$ cat src/rtl/lif_pkg.sv
// Purpose: Shared constants and types for the line interface status bank.
// Assumes: 32-bit AXI4-Lite data; register index times four is the byte address.
// Notes: Loss figures are kept in half-dB units so that 22.5 and 17.5 stay exact.
package lif_pkg;
   localparam int unsigned LIF_ADDR_W = 16;
   localparam logic [15:0] LIF_IDX_MASK = 16'h1004;
   localparam logic [15:0] LIF_IDX_LATCH = 16'h1005;
   localparam logic [15:0] LIF_IDX_LEVEL = 16'h1006;
   localparam logic [15:0] LIF_IDX_RXCFG = 16'h1007;
   localparam logic [7:0] LIF_RST_BYTE = 8'h00;
   localparam logic [31:0] LIF_RST_WORD = 32'h0000_0000;
   localparam logic [1:0] LIF_RESP_OKAY = 2'h0;
   localparam logic [1:0] LIF_RESP_SLVERR = 2'h2;
   localparam int unsigned LIF_ENDED_OFS = 4;
   localparam int unsigned LIF_LEVEL_LSB = 4;
   localparam int unsigned LIF_CFG_CLKIN = 7;
   localparam int unsigned LIF_CFG_TERM_OFF = 6;
   localparam int unsigned LIF_CFG_IMP_LSB = 4;
   localparam int unsigned LIF_CFG_RATIO = 3;
   localparam int unsigned LIF_CFG_MON = 2;
   localparam int unsigned LIF_CFG_SENS_LSB = 0;
   localparam logic [3:0] LIF_LVL_MAX_T1 = 4'hD;
   localparam logic [3:0] LIF_LVL_MAX_E1 = 4'hF;
   localparam logic [2:0] LIF_LBO_CSU_MIN = 3'h5;
   localparam logic [7:0] LIF_OHM_75 = 8'h4B;
   localparam logic [7:0] LIF_OHM_100 = 8'h64;
   localparam logic [7:0] LIF_OHM_110 = 8'h6E;
   localparam logic [7:0] LIF_OHM_120 = 8'h78;
   localparam logic [11:0] LIF_KHZ_T1 = 12'h608;
   localparam logic [11:0] LIF_KHZ_E1 = 12'h800;
   localparam logic [5:0] LIF_GAIN_0 = 6'h00;
   localparam logic [5:0] LIF_GAIN_14 = 6'h0E;
   localparam logic [5:0] LIF_GAIN_20 = 6'h14;
   localparam logic [5:0] LIF_GAIN_26 = 6'h1A;
   localparam logic [5:0] LIF_GAIN_32 = 6'h20;
   localparam logic [6:0] LIF_HDB_12 = 7'h18;
   localparam logic [6:0] LIF_HDB_17P5 = 7'h23;
   localparam logic [6:0] LIF_HDB_18 = 7'h24;
   localparam logic [6:0] LIF_HDB_22P5 = 7'h2D;
   localparam logic [6:0] LIF_HDB_30 = 7'h3C;
   localparam logic [6:0] LIF_HDB_36 = 7'h48;
   localparam logic [6:0] LIF_HDB_43 = 7'h56;

   typedef enum logic [2:0] {
      LIF_SEL_NONE,
      LIF_SEL_MASK,
      LIF_SEL_LATCH,
      LIF_SEL_LEVEL,
      LIF_SEL_RXCFG
   } lif_sel_t;

   typedef struct packed {
      logic limit_trip;
      logic open_circuit;
      logic short_circuit;
      logic signal_loss;
   } lif_cond_t;

   typedef struct packed {
      logic rx_clock_input_mode;
      logic [11:0] clock_khz;
      logic termination_en;
      logic [7:0] impedance_ohm;
      logic turns_2to1;
      logic rx_monitor_enable;
      logic [5:0] monitor_gain_db;
      logic [6:0] max_loss_half_db;
   } lif_rxcfg_t;
endpackage : lif_pkg

$ cat src/rtl/lif_status_bank.sv
// Purpose: Line interface event latches, mask, level report and receive setup.
// Assumes: Detector inputs are synchronous to clk_i; one AXI4-Lite master.
// Notes: The interrupt output is registered and trails the latch by one cycle.
// Behaviour
// - Mask bits 3..0 enable onset interrupts.
// - Latched bits hold and may interrupt.
// - Bit 7 sets when limit trip ends.
// - Bits 6,5 set when open/short end.
// - Bit 4 sets when signal loss ends.
// - Bit 3 sets at limit trip onset.
// - Bits 2,1 onset; blocked in CSU build-outs.
// - Bit 0 sets at signal loss onset.
// - Level code in bits 7..4, capped per standard.
// - Short haul caps level at equalizer limit.
// - Clock input mode expects line-rate clock.
// - Bit 6 set disables receive termination.
// - Bits 5..4 pick 75/100/110/120 ohms.
// - Bit 3 picks 1:1 or 2:1 ratio.
// - Bit 2 enables monitor mode gain.
// - Monitor off: no gain, 12..36/43 dB.
// - Monitor on: 14..32 dB gain, reduced loss.
// - Standard select chooses E1 or T1/J1.
// - Mask bits 7..4 enable end interrupts.
`timescale 1ns/10ps
module lif_status_bank (
   input wire logic clk_i,
   input wire logic resetn_i,
   input wire logic [lif_pkg::LIF_ADDR_W-1:0] s_axi_awaddr_i,
   input wire logic s_axi_awvalid_i,
   output logic s_axi_awready_o,
   input wire logic [31:0] s_axi_wdata_i,
   input wire logic [3:0] s_axi_wstrb_i,
   input wire logic s_axi_wvalid_i,
   output logic s_axi_wready_o,
   output logic [1:0] s_axi_bresp_o,
   output logic s_axi_bvalid_o,
   input wire logic s_axi_bready_i,
   input wire logic [lif_pkg::LIF_ADDR_W-1:0] s_axi_araddr_i,
   input wire logic s_axi_arvalid_i,
   output logic s_axi_arready_o,
   output logic [31:0] s_axi_rdata_o,
   output logic [1:0] s_axi_rresp_o,
   output logic s_axi_rvalid_o,
   input wire logic s_axi_rready_i,
   input wire lif_pkg::lif_cond_t line_cond_i,
   input wire logic [3:0] level_code_i,
   input wire logic [3:0] equalizer_gain_cap_i,
   input wire logic short_haul_i,
   input wire logic line_standard_select_i,
   input wire logic [2:0] tx_build_out_code_i,
   output lif_pkg::lif_rxcfg_t rx_cfg_o,
   output logic irq_o
);
   import lif_pkg::*;

   function automatic lif_sel_t reg_sel(input logic [LIF_ADDR_W-1:0] a);
      lif_sel_t s;
      s = LIF_SEL_NONE;
      if (a[1:0] == 2'h0) begin
         case (a[LIF_ADDR_W-1:2])
            LIF_IDX_MASK[LIF_ADDR_W-3:0]: s = LIF_SEL_MASK;
            LIF_IDX_LATCH[LIF_ADDR_W-3:0]: s = LIF_SEL_LATCH;
            LIF_IDX_LEVEL[LIF_ADDR_W-3:0]: s = LIF_SEL_LEVEL;
            LIF_IDX_RXCFG[LIF_ADDR_W-3:0]: s = LIF_SEL_RXCFG;
            default: s = LIF_SEL_NONE;
         endcase
      end
      return s;
   endfunction : reg_sel

   function automatic logic [7:0] imp_ohm(input logic [1:0] c);
      logic [7:0] v;
      case (c)
         2'h0: v = LIF_OHM_75;
         2'h1: v = LIF_OHM_100;
         2'h2: v = LIF_OHM_110;
         default: v = LIF_OHM_120;
      endcase
      return v;
   endfunction : imp_ohm

   function automatic logic [5:0] mon_gain(input logic mon, input logic [1:0] c);
      logic [5:0] v;
      case ({mon, c})
         3'h4: v = LIF_GAIN_14;
         3'h5: v = LIF_GAIN_20;
         3'h6: v = LIF_GAIN_26;
         3'h7: v = LIF_GAIN_32;
         default: v = LIF_GAIN_0;
      endcase
      return v;
   endfunction : mon_gain

   function automatic logic [6:0] max_loss(input logic mon, input logic [1:0] c, input logic t1);
      logic [6:0] v;
      case ({mon, c})
         3'h0: v = LIF_HDB_12;
         3'h1: v = LIF_HDB_18;
         3'h2: v = LIF_HDB_30;
         3'h3: v = t1 ? LIF_HDB_36 : LIF_HDB_43;
         3'h4: v = LIF_HDB_30;
         3'h5: v = LIF_HDB_22P5;
         3'h6: v = LIF_HDB_17P5;
         default: v = LIF_HDB_12;
      endcase
      return v;
   endfunction : max_loss

   logic [7:0] mask_q, mask_d;
   logic [7:0] latched_q, latched_d;
   logic [7:0] level_q, level_d;
   logic [7:0] rxcfg_q, rxcfg_d;
   lif_cond_t prev_q;
   lif_rxcfg_t cfg_q, cfg_d;
   logic irq_q;
   logic aw_held_q, aw_held_d;
   logic w_held_q, w_held_d;
   logic [LIF_ADDR_W-1:0] awaddr_q, awaddr_d;
   logic [7:0] wdata_q, wdata_d;
   logic wstrb0_q, wstrb0_d;
   logic bvalid_q, bvalid_d;
   logic [1:0] bresp_q, bresp_d;
   logic rvalid_q, rvalid_d;
   logic [31:0] rdata_q, rdata_d;
   logic [1:0] rresp_q, rresp_d;

   // Write path: address and data are caught separately, in either order.
   wire aw_fire = s_axi_awvalid_i && s_axi_awready_o;
   wire w_fire = s_axi_wvalid_i && s_axi_wready_o;
   wire wr_go = aw_held_q && w_held_q && !bvalid_q;
   wire lif_sel_t wr_sel = reg_sel(awaddr_q);
   wire wr_en = wr_go && wstrb0_q;
   wire ar_fire = s_axi_arvalid_i && s_axi_arready_o;
   wire lif_sel_t rd_sel = reg_sel(s_axi_araddr_i);

   assign s_axi_awready_o = !aw_held_q && !bvalid_q;
   assign s_axi_wready_o = !w_held_q && !bvalid_q;
   assign s_axi_arready_o = !rvalid_q;
   assign aw_held_d = wr_go ? 1'b0 : (aw_fire ? 1'b1 : aw_held_q);
   assign w_held_d = wr_go ? 1'b0 : (w_fire ? 1'b1 : w_held_q);
   assign awaddr_d = aw_fire ? s_axi_awaddr_i : awaddr_q;
   assign wdata_d = w_fire ? s_axi_wdata_i[7:0] : wdata_q;
   assign wstrb0_d = w_fire ? s_axi_wstrb_i[0] : wstrb0_q;
   assign bvalid_d = wr_go ? 1'b1 : (s_axi_bready_i ? 1'b0 : bvalid_q);
   assign bresp_d = wr_go ? ((wr_sel == LIF_SEL_NONE) ? LIF_RESP_SLVERR : LIF_RESP_OKAY) : bresp_q;

   assign mask_d = (wr_en && wr_sel == LIF_SEL_MASK) ? wdata_q : mask_q;

   assign rxcfg_d = (wr_en && wr_sel == LIF_SEL_RXCFG) ? wdata_q : rxcfg_q;

   // Event detection against the previous cycle's detector levels.
   wire lif_cond_t rise = line_cond_i & ~prev_q;
   wire lif_cond_t fall = ~line_cond_i & prev_q;

   // CSU build-outs only exist in T1 mode.
   // Standard select gates the CSU test.
   wire csu_mode = line_standard_select_i && (tx_build_out_code_i >= LIF_LBO_CSU_MIN);

   wire [3:0] began = {rise.limit_trip, rise.open_circuit && !csu_mode,
                       rise.short_circuit && !csu_mode, rise.signal_loss};

   wire [3:0] ended = fall;
   wire [7:0] ev_set = {ended, began};
   wire [7:0] ev_clr = (wr_en && wr_sel == LIF_SEL_LATCH) ? wdata_q : LIF_RST_BYTE;

   assign latched_d = (latched_q & ~ev_clr) | ev_set;

   // Cap the level code per standard.
   // Short haul obeys the equalizer cap.
   wire [3:0] std_cap = line_standard_select_i ? LIF_LVL_MAX_T1 : LIF_LVL_MAX_E1;
   wire [3:0] lvl_cap = (short_haul_i && equalizer_gain_cap_i < std_cap) ? equalizer_gain_cap_i : std_cap;
   wire [3:0] lvl_code = (level_code_i > lvl_cap) ? lvl_cap : level_code_i;
   assign level_d = {lvl_code, 4'h0};

   assign cfg_d.rx_clock_input_mode = rxcfg_q[LIF_CFG_CLKIN];
   assign cfg_d.clock_khz = line_standard_select_i ? LIF_KHZ_T1 : LIF_KHZ_E1;
   // Termination is active when the off bit is clear.
   assign cfg_d.termination_en = !rxcfg_q[LIF_CFG_TERM_OFF];
   // Impedance decode holds even with termination off.
   assign cfg_d.impedance_ohm = imp_ohm(rxcfg_q[LIF_CFG_IMP_LSB+:2]);
   assign cfg_d.turns_2to1 = rxcfg_q[LIF_CFG_RATIO];
   assign cfg_d.rx_monitor_enable = rxcfg_q[LIF_CFG_MON];
   assign cfg_d.monitor_gain_db = mon_gain(rxcfg_q[LIF_CFG_MON], rxcfg_q[LIF_CFG_SENS_LSB+:2]);
   assign cfg_d.max_loss_half_db = max_loss(rxcfg_q[LIF_CFG_MON], rxcfg_q[LIF_CFG_SENS_LSB+:2],
                                            line_standard_select_i);

   // Reads have no side effects; the latched bits clear only by write.
   always_comb begin
      rdata_d = rdata_q;
      rresp_d = rresp_q;
      if (ar_fire) begin
         rdata_d = LIF_RST_WORD;
         rresp_d = LIF_RESP_OKAY;
         case (rd_sel)
            LIF_SEL_MASK: rdata_d[7:0] = mask_q;
            LIF_SEL_LATCH: rdata_d[7:0] = latched_q;
            LIF_SEL_LEVEL: rdata_d[7:0] = level_q;
            LIF_SEL_RXCFG: rdata_d[7:0] = rxcfg_q;
            default: rresp_d = LIF_RESP_SLVERR;
         endcase
      end
   end
   assign rvalid_d = ar_fire ? 1'b1 : (s_axi_rready_i ? 1'b0 : rvalid_q);

   always_ff @(posedge clk_i or negedge resetn_i) begin
      if (!resetn_i) begin
         aw_held_q <= 1'b0;
         w_held_q <= 1'b0;
         awaddr_q <= '0;
         wdata_q <= LIF_RST_BYTE;
         wstrb0_q <= 1'b0;
         bvalid_q <= 1'b0;
         bresp_q <= LIF_RESP_OKAY;
         rvalid_q <= 1'b0;
         rdata_q <= LIF_RST_WORD;
         rresp_q <= LIF_RESP_OKAY;
      end else begin
         aw_held_q <= aw_held_d;
         w_held_q <= w_held_d;
         awaddr_q <= awaddr_d;
         wdata_q <= wdata_d;
         wstrb0_q <= wstrb0_d;
         bvalid_q <= bvalid_d;
         bresp_q <= bresp_d;
         rvalid_q <= rvalid_d;
         rdata_q <= rdata_d;
         rresp_q <= rresp_d;
      end
   end

   // The detector history resets to idle, so a condition already present
   // at release is reported as an onset on the first edge.
   always_ff @(posedge clk_i or negedge resetn_i) begin
      if (!resetn_i) begin
         mask_q <= LIF_RST_BYTE;
         latched_q <= LIF_RST_BYTE;
         level_q <= LIF_RST_BYTE;
         rxcfg_q <= LIF_RST_BYTE;
         prev_q <= '0;
         cfg_q <= '0;
         irq_q <= 1'b0;
      end else begin
         mask_q <= mask_d;
         latched_q <= latched_d;
         level_q <= level_d;
         rxcfg_q <= rxcfg_d;
         prev_q <= line_cond_i;
         cfg_q <= cfg_d;
         irq_q <= |(latched_q & mask_q);
      end
   end

   assign s_axi_bvalid_o = bvalid_q;
   assign s_axi_bresp_o = bresp_q;
   assign s_axi_rvalid_o = rvalid_q;
   assign s_axi_rdata_o = rdata_q;
   assign s_axi_rresp_o = rresp_q;
   assign rx_cfg_o = cfg_q;
   assign irq_o = irq_q;
endmodule : lif_status_bank

$ cat config.mk
export PLATFORM = sky130hd
export DESIGN_NAME = lif_status_bank
export DESIGN_NICKNAME = d
export VERILOG_FILES = /design/src/rtl/lif_pkg.sv /design/src/rtl/lif_status_bank.sv
export SDC_FILE = /design/constraint.sdc
export NUM_CORES = 1
export LEC_CHECK = 0
export ABC_AREA = 1
export BUFFER_PORTS_ARGS = -buffer_cell sky130_fd_sc_hd__clkbuf_2
export CAP_MARGIN = 0
export CORE_ASPECT_RATIO = 1.4
export CORE_MARGIN = 3
export CORE_UTILIZATION = 51
export CTS_BUF_LIST = sky130_fd_sc_hd__clkbuf_16
export CTS_CLUSTER_DIAMETER = 100
export DETAILED_ROUTE_END_ITERATION = 16
export PLACE_DENSITY = 0.83
export RECOVER_POWER = 50
export SLEW_MARGIN = 20
export SYNTH_ARGS = -nofsm -noshare
export SYNTH_HDL_FRONTEND = slang
export SYNTH_SLANG_ARGS = --single-unit
$ cat constraint.sdc
create_clock -name clk_i -period 2.71 [get_ports clk_i]
set_clock_uncertainty 0.15 [all_clocks]
set_input_delay 0.1355 -clock clk_i [delete_from_list [all_inputs] [get_ports clk_i]]
set_output_delay 0.1355 -clock clk_i [all_outputs]
set_load 0.005 [all_outputs]
## Yosys cells after proc, flatten, opt, wreduce, memory -nomap -nowiden

Cells that the tools add are included.

| storage, ports and cells | value |
|---|---|
| flip-flop bits (word level) | 111 |
| input port bits | 92 |
| word-level logic and storage cells | 118 |

| cells by class | value |
|---|---|
| $lt $le $gt $ge | 3 |
| equal/unequal tests | 24 |
| multiplexer cells | 24 |
| bitwise logic cells | 8 |
| reductions and logical operators | 32 |

Operators with widths:

| cell | count |
|---|---|
| == test 14 x 13 -> 1 bit, second input constant | 8 |
| one-hot mux 7 bit (5 select lines) | 1 |
| one-hot mux 8 bit (4 select lines) | 1 |
| one-hot mux 3 bit (4 select lines) | 2 |
| one-hot mux 6 bit (4 select lines) | 1 |
| == test 3 bit, second input constant | 6 |
| one-hot mux 6 bit (3 select lines) | 1 |
| AND 8 bit | 2 |
| == test 3 x 2 -> 1 bit, second input constant | 5 |
| logical AND 1 bit | 15 |
| two-way mux 12 bit | 1 |
| == test 3 x 1 -> 1 bit, second input constant | 3 |
| AND 4 bit | 2 |
| two-way mux 1 bit | 8 |
| two-way mux 4 bit | 2 |
| two-way mux 8 bit | 1 |
| inverter 4 bit | 2 |
| inverter 8 bit | 1 |
| bitwise OR 8 bit | 1 |
| nonzero test 2 bit | 4 |
| OR reduction 8 bit | 1 |
| zero test 1 bit | 6 |
| zero test 2 bit | 3 |
| two-way mux 2 bit | 3 |
| other kinds (10) | 11 |

## Longest topological paths before layout

| logic depth | value |
|---|---|
| depth after elaboration | 9 |
| mapped depth | 14 |

## Least setup slack after synthesis

OpenSTA, ideal clock, no wires.

| timing | value |
|---|---|
| kind | input to register |
| start | input equalizer_gain_cap_i[1] |
| end | register level_q[4] |
| setup time | 136 ps |
| data arrival time | 1,839 ps |
| required time | 2,424 ps |
| slack | 585 ps |
| stages on the path | 14 |
| path buffers | 0 |
| cells stage by stage | ha_1 -> a21oi_1 -> o21ai_0 -> nor2_1 -> a21oi_1 -> inv_1 -> ha_1 -> inv_1 -> nor2_1 -> nor2_1 -> o21ai_0 -> o21ai_1 -> nor2_1 -> a21oi_1 |

| on the way | value |
|---|---|
| word-level cells in the longest chain between the ends | 5 |

RTL lines:

| element | RTL line | RTL |
|---|---|---|
| start, declared | lif_status_bank.sv:47 | `input wire logic [3:0] equalizer_gain_cap_i,` |
| less-than comparator 4 bit | lif_status_bank.sv:171 | `wire [3:0] lvl_cap = (short_haul_i && equalizer_gain_cap_i < std_cap) ? equalizer_gain_cap_i : std_cap;` |
| logical AND 1 bit | lif_status_bank.sv:171 |  |
| two-way mux 4 bit * | lif_status_bank.sv:171 |  |
| greater-than comparator 4 bit | lif_status_bank.sv:172 | `wire [3:0] lvl_code = (level_code_i > lvl_cap) ? lvl_cap : level_code_i;` |
| two-way mux 4 bit * | lif_status_bank.sv:172 |  |
| via lvl_code[0] | lif_status_bank.sv:172 |  |
| end signal, assigned | lif_status_bank.sv:245 | `level_q <= level_d;` |
| end, declared | lif_status_bank.sv:111 | `logic [7:0] level_q, level_d;` |

The timed path passes the listed nets; every way through them passes the cells marked *.
A chain may end at the register's enable or synchronous reset.

## Worst setup path in the final report

| timing | value |
|---|---|
| start | input line_standard_select_i |
| end | register level_q[6] |

| on the way | value |
|---|---|
| word-level cells in the longest chain between the ends | 6 |

RTL lines:

| element | RTL line | RTL |
|---|---|---|
| start, declared | lif_status_bank.sv:49 | `input wire logic line_standard_select_i,` |
| two-way mux 2 bit * | lif_status_bank.sv:170 | `wire [3:0] std_cap = line_standard_select_i ? LIF_LVL_MAX_T1 : LIF_LVL_MAX_E1;` |
| less-than comparator 4 bit | lif_status_bank.sv:171 |  |
| logical AND 1 bit | lif_status_bank.sv:171 |  |
| two-way mux 4 bit * | lif_status_bank.sv:171 |  |
| greater-than comparator 4 bit | lif_status_bank.sv:172 |  |
| two-way mux 4 bit * | lif_status_bank.sv:172 |  |
| via lvl_code[2] | lif_status_bank.sv:172 |  |

Marks and branches as above.

==> summary.txt <==
Floorplan
  • Starting density of the core: 53.3%
  • CORE AREA: 8340 um^2
  • Die Ht: roughly 120 um
  • Die width: around 85 um
  • Row Count: 39
  • IO Pins: 171
  • Die ar.: 9890 um^2

Global routing
  • Total track usage: 20.6%
  • Vias in the first global route: 3426
  • Initial antenna violation count: 0
  • Gr ovfl total: 0
  • Pin count of the biggest net entering global routing: 54
  • First-pass GRT wire length: 16.0 mm

Setup path
  • Kind of critical path: in -> reg
  • R2R Path Start: s_axi_bvalid_o
  • CP Capture Type: flip-flop
  • Setup crit start: line_standard_select_i
  • Crit Path Max Fanout: 8
  • CP arrival: approximately 2.4 ns
  • Worst Setup Start Kind: input port
  • Worst Path Required: 2.75 ns

Power and ir drop
  • PD cells: 652 nW/um^2
  • VDD IR max: around 0.51 mV
  • Overall Power: 3610 uW
  • Leak Pwr: about 0.0028 uW

Logic synthesis
  • YS warnings: 0
  • Synth Register Bits: 96
  • Cells after Synth: 470
  • Syn avg cell area: 9.46 um^2
  • Syn Std Cell Area: approximately 4400 um^2
  • Register area share after synthesis: 54.0%
  • Synth unique cells: 33

Timing
  • RSZ-0062 raised after global routing: false
  • Post-route minimum period: 2.34 ns
  • Actual transition at the worst max-transition pin: ~1.3 ns
  • Final setup viols: 0
  • Max_slew headroom: 11.8%
  • Pins Over Slew Limit: 0
  • Final hold vios: 0
  • Max Freq: 0.427 GHz
  • TNS Setup: 0 ns
  • Crit share post-route: 86.4%

Drt
  • WL final: 9.96 mm
  • Number of DRC markers in iteration 0: approximately 170
  • Remaining antenna violation count after routing: 0
  • DRC Markers: 0
  • DRT Pass-1 Iters: 5
  • Drt wl/cell: 13.8 um
  • Via count: 3540
  • Vias/cell: between 4 and 5

Final layout
  • Fillers: 654
  • Layout cell share with drive strength beyond 1: 23.1%
  • Final net count: 717
  • ANT cells: 0
  • Synth-to-Final Area Change: 24.4%
  • Leading cell type in the layout, fill and taps excluded: dfrtp_1
  • Most frequent cells in the layout: dfrtp_1, clkbuf_2, nand2_1
  • Final std cells w/o fill: ~720

Flow run
  • Max-cap violations: 0

Min path
  • Worst hold start: equalizer_gain_cap_i[2]
  • Worst min path class: in -> reg

Placement
  • Final GP Congestion: 0.874
  • Placed cell count: roughly 670
  • DP HPWL: about 7 mm
  • Buffers added on ports: about 110

CTS
  • Reg clk slew, reported paths: 0.06 ns
  • TritonCTS clock tree: done
  • Clk sinks: 96
  • Clock Tree Root: clkbuf_16
  • # H-tree levels: 3
  • CTS max path bufs: 2
  • Later-pin clock latency in the skew report: between 0.3 and 0.4 ns
  • Total CTS buffers: 9

Status
  • Status: finished clean
## per-layer routing
layer | vias up | share of wire (%) | track usage (%)
met4 | 0 | 2.7 | 8.55
met1 | 1646 | 36 | 21.9
met3 | 22 | 5.7 | 4.94
met2 | 125 | 56 | 38.9
met5 | - | 0 | 0
li1 | 1747 | - | -
## final cells by class
type	instances	area (um^2)	share of cell area (%)
Clock buffer	9	225	4.07
Clock inverter	7	38.8	0.701
Inverter	47	176	3.19
Multi-Input combinational cell	314	1650	29.8
Sequential cell	96	2400	43.4
Tap cell	102	128	2.31
Timing Repair Buffer	147	915	16.5
## synth_stat cells (all sizes together)
cell | instances | area, um^2
ha | 10 | 125
dfrtp | 96 | 2400
nand3b | 1 | 7.51
or2 | 5 | 31.3
buf | 46 | 334
nor3 | 5 | 41.3
nor4 | 1 | 6.26
mux2 | 16 | 180
clkinv | 1 | 3.75
clkbuf | 2 | 7.51
nor3b | 1 | 12.5
nand3 | 21 | 105
o211ai | 1 | 7.51
inv | 46 | 173
nand2 | 91 | 354
nand4 | 18 | 119
a31oi | 1 | 6.26
a21oi | 16 | 80.1
o21bai | 2 | 15.0
conb | 2 | 7.51
a221oi | 2 | 17.5
nor2 | 45 | 174
o21ai | 41 | 235
## path summary, 6_finish.rpt
| check | endpoint | slack [ns] | cells past startpoint |
|---|---|---|---|
| min in group asynchronous | awaddr_q[10] | 0.48 | 2 |
| max reg2reg | rxcfg_q[7] | 0.53 | 6 |
| max in group asynchronous | wdata_q[2] | 1.06 | 3 |
| min reg2reg | rx_cfg_o[14] | 0.28 | 0 |
| max | level_q[6] | 0.37 | 13 |
| min | level_q[6] | 0.02 | 3 |
## where the power goes
part | internal, uW | switching, uW
logic | 312 | 408
registers | 1660 | 116
clock network | 610 | 501
## kinds of logic (layout without fill, tap and decap cells)
logic type	after synthesis	count (layout)	synth area share (%)
compound gates	63	63	8.13
fa+ha+maj	10	10	2.81
buf+inv	95	210	11.7
flops	96	96	54.0
mux	16	16	4.05
other cells	2	37	0.169
simple gates	188	188	19.1
## worst max-delay path: stages
cell,delay (ns)
clkbuf_2,0.09
dlygate4sd3_1,0.55
clkbuf_1,0.23
a21oi_1,0.21
inv_1,0.07
ha_1,0.29
inv_1,0.04
nor2_1,0.07
nor2_1,0.04
o21ai_0,0.19
o21ai_1,0.23
nand2_1,0.14
o21ai_0,0.09
## stage by stage
stage	hold slack (ns)	util (%)	area [um^2]	setup WS [ns]
2_1_floorplan	-0.310	-	4580	0.585
3_3_place_gp	0.0586	59.2	4940	0.395
3_5_place_dp	0.0689	59.2	4940	0.219
4_1_cts	0.00501	66.8	5570	0.520
5_1_grt	0.0488	66.3	5530	0.214
6_report	0.0217	66.3	5530	0.368
## what timing repair did
| action | in CTS | in global routing |
|---|---|---|
| endpoints found under the hold margin | 96 | 0 |
| resized for setup | 0 | 0 |
| hold buffers | 37 | 0 |
| setup buffers | 0 | 0 |
| setup endpoints to repair | 0 | 0 |
## state kept, by name (all words and copies together), names as in the netlist, 4 cells and up
signal         flops
wdata_q            8
rxcfg_q            8
latched_q          8
awaddr_q          16
prev_q             4
rx_cfg_o          24
level_q            4
mask_q             8
s_axi_rdata_o      8
Power figures use the tool's default switching activity.
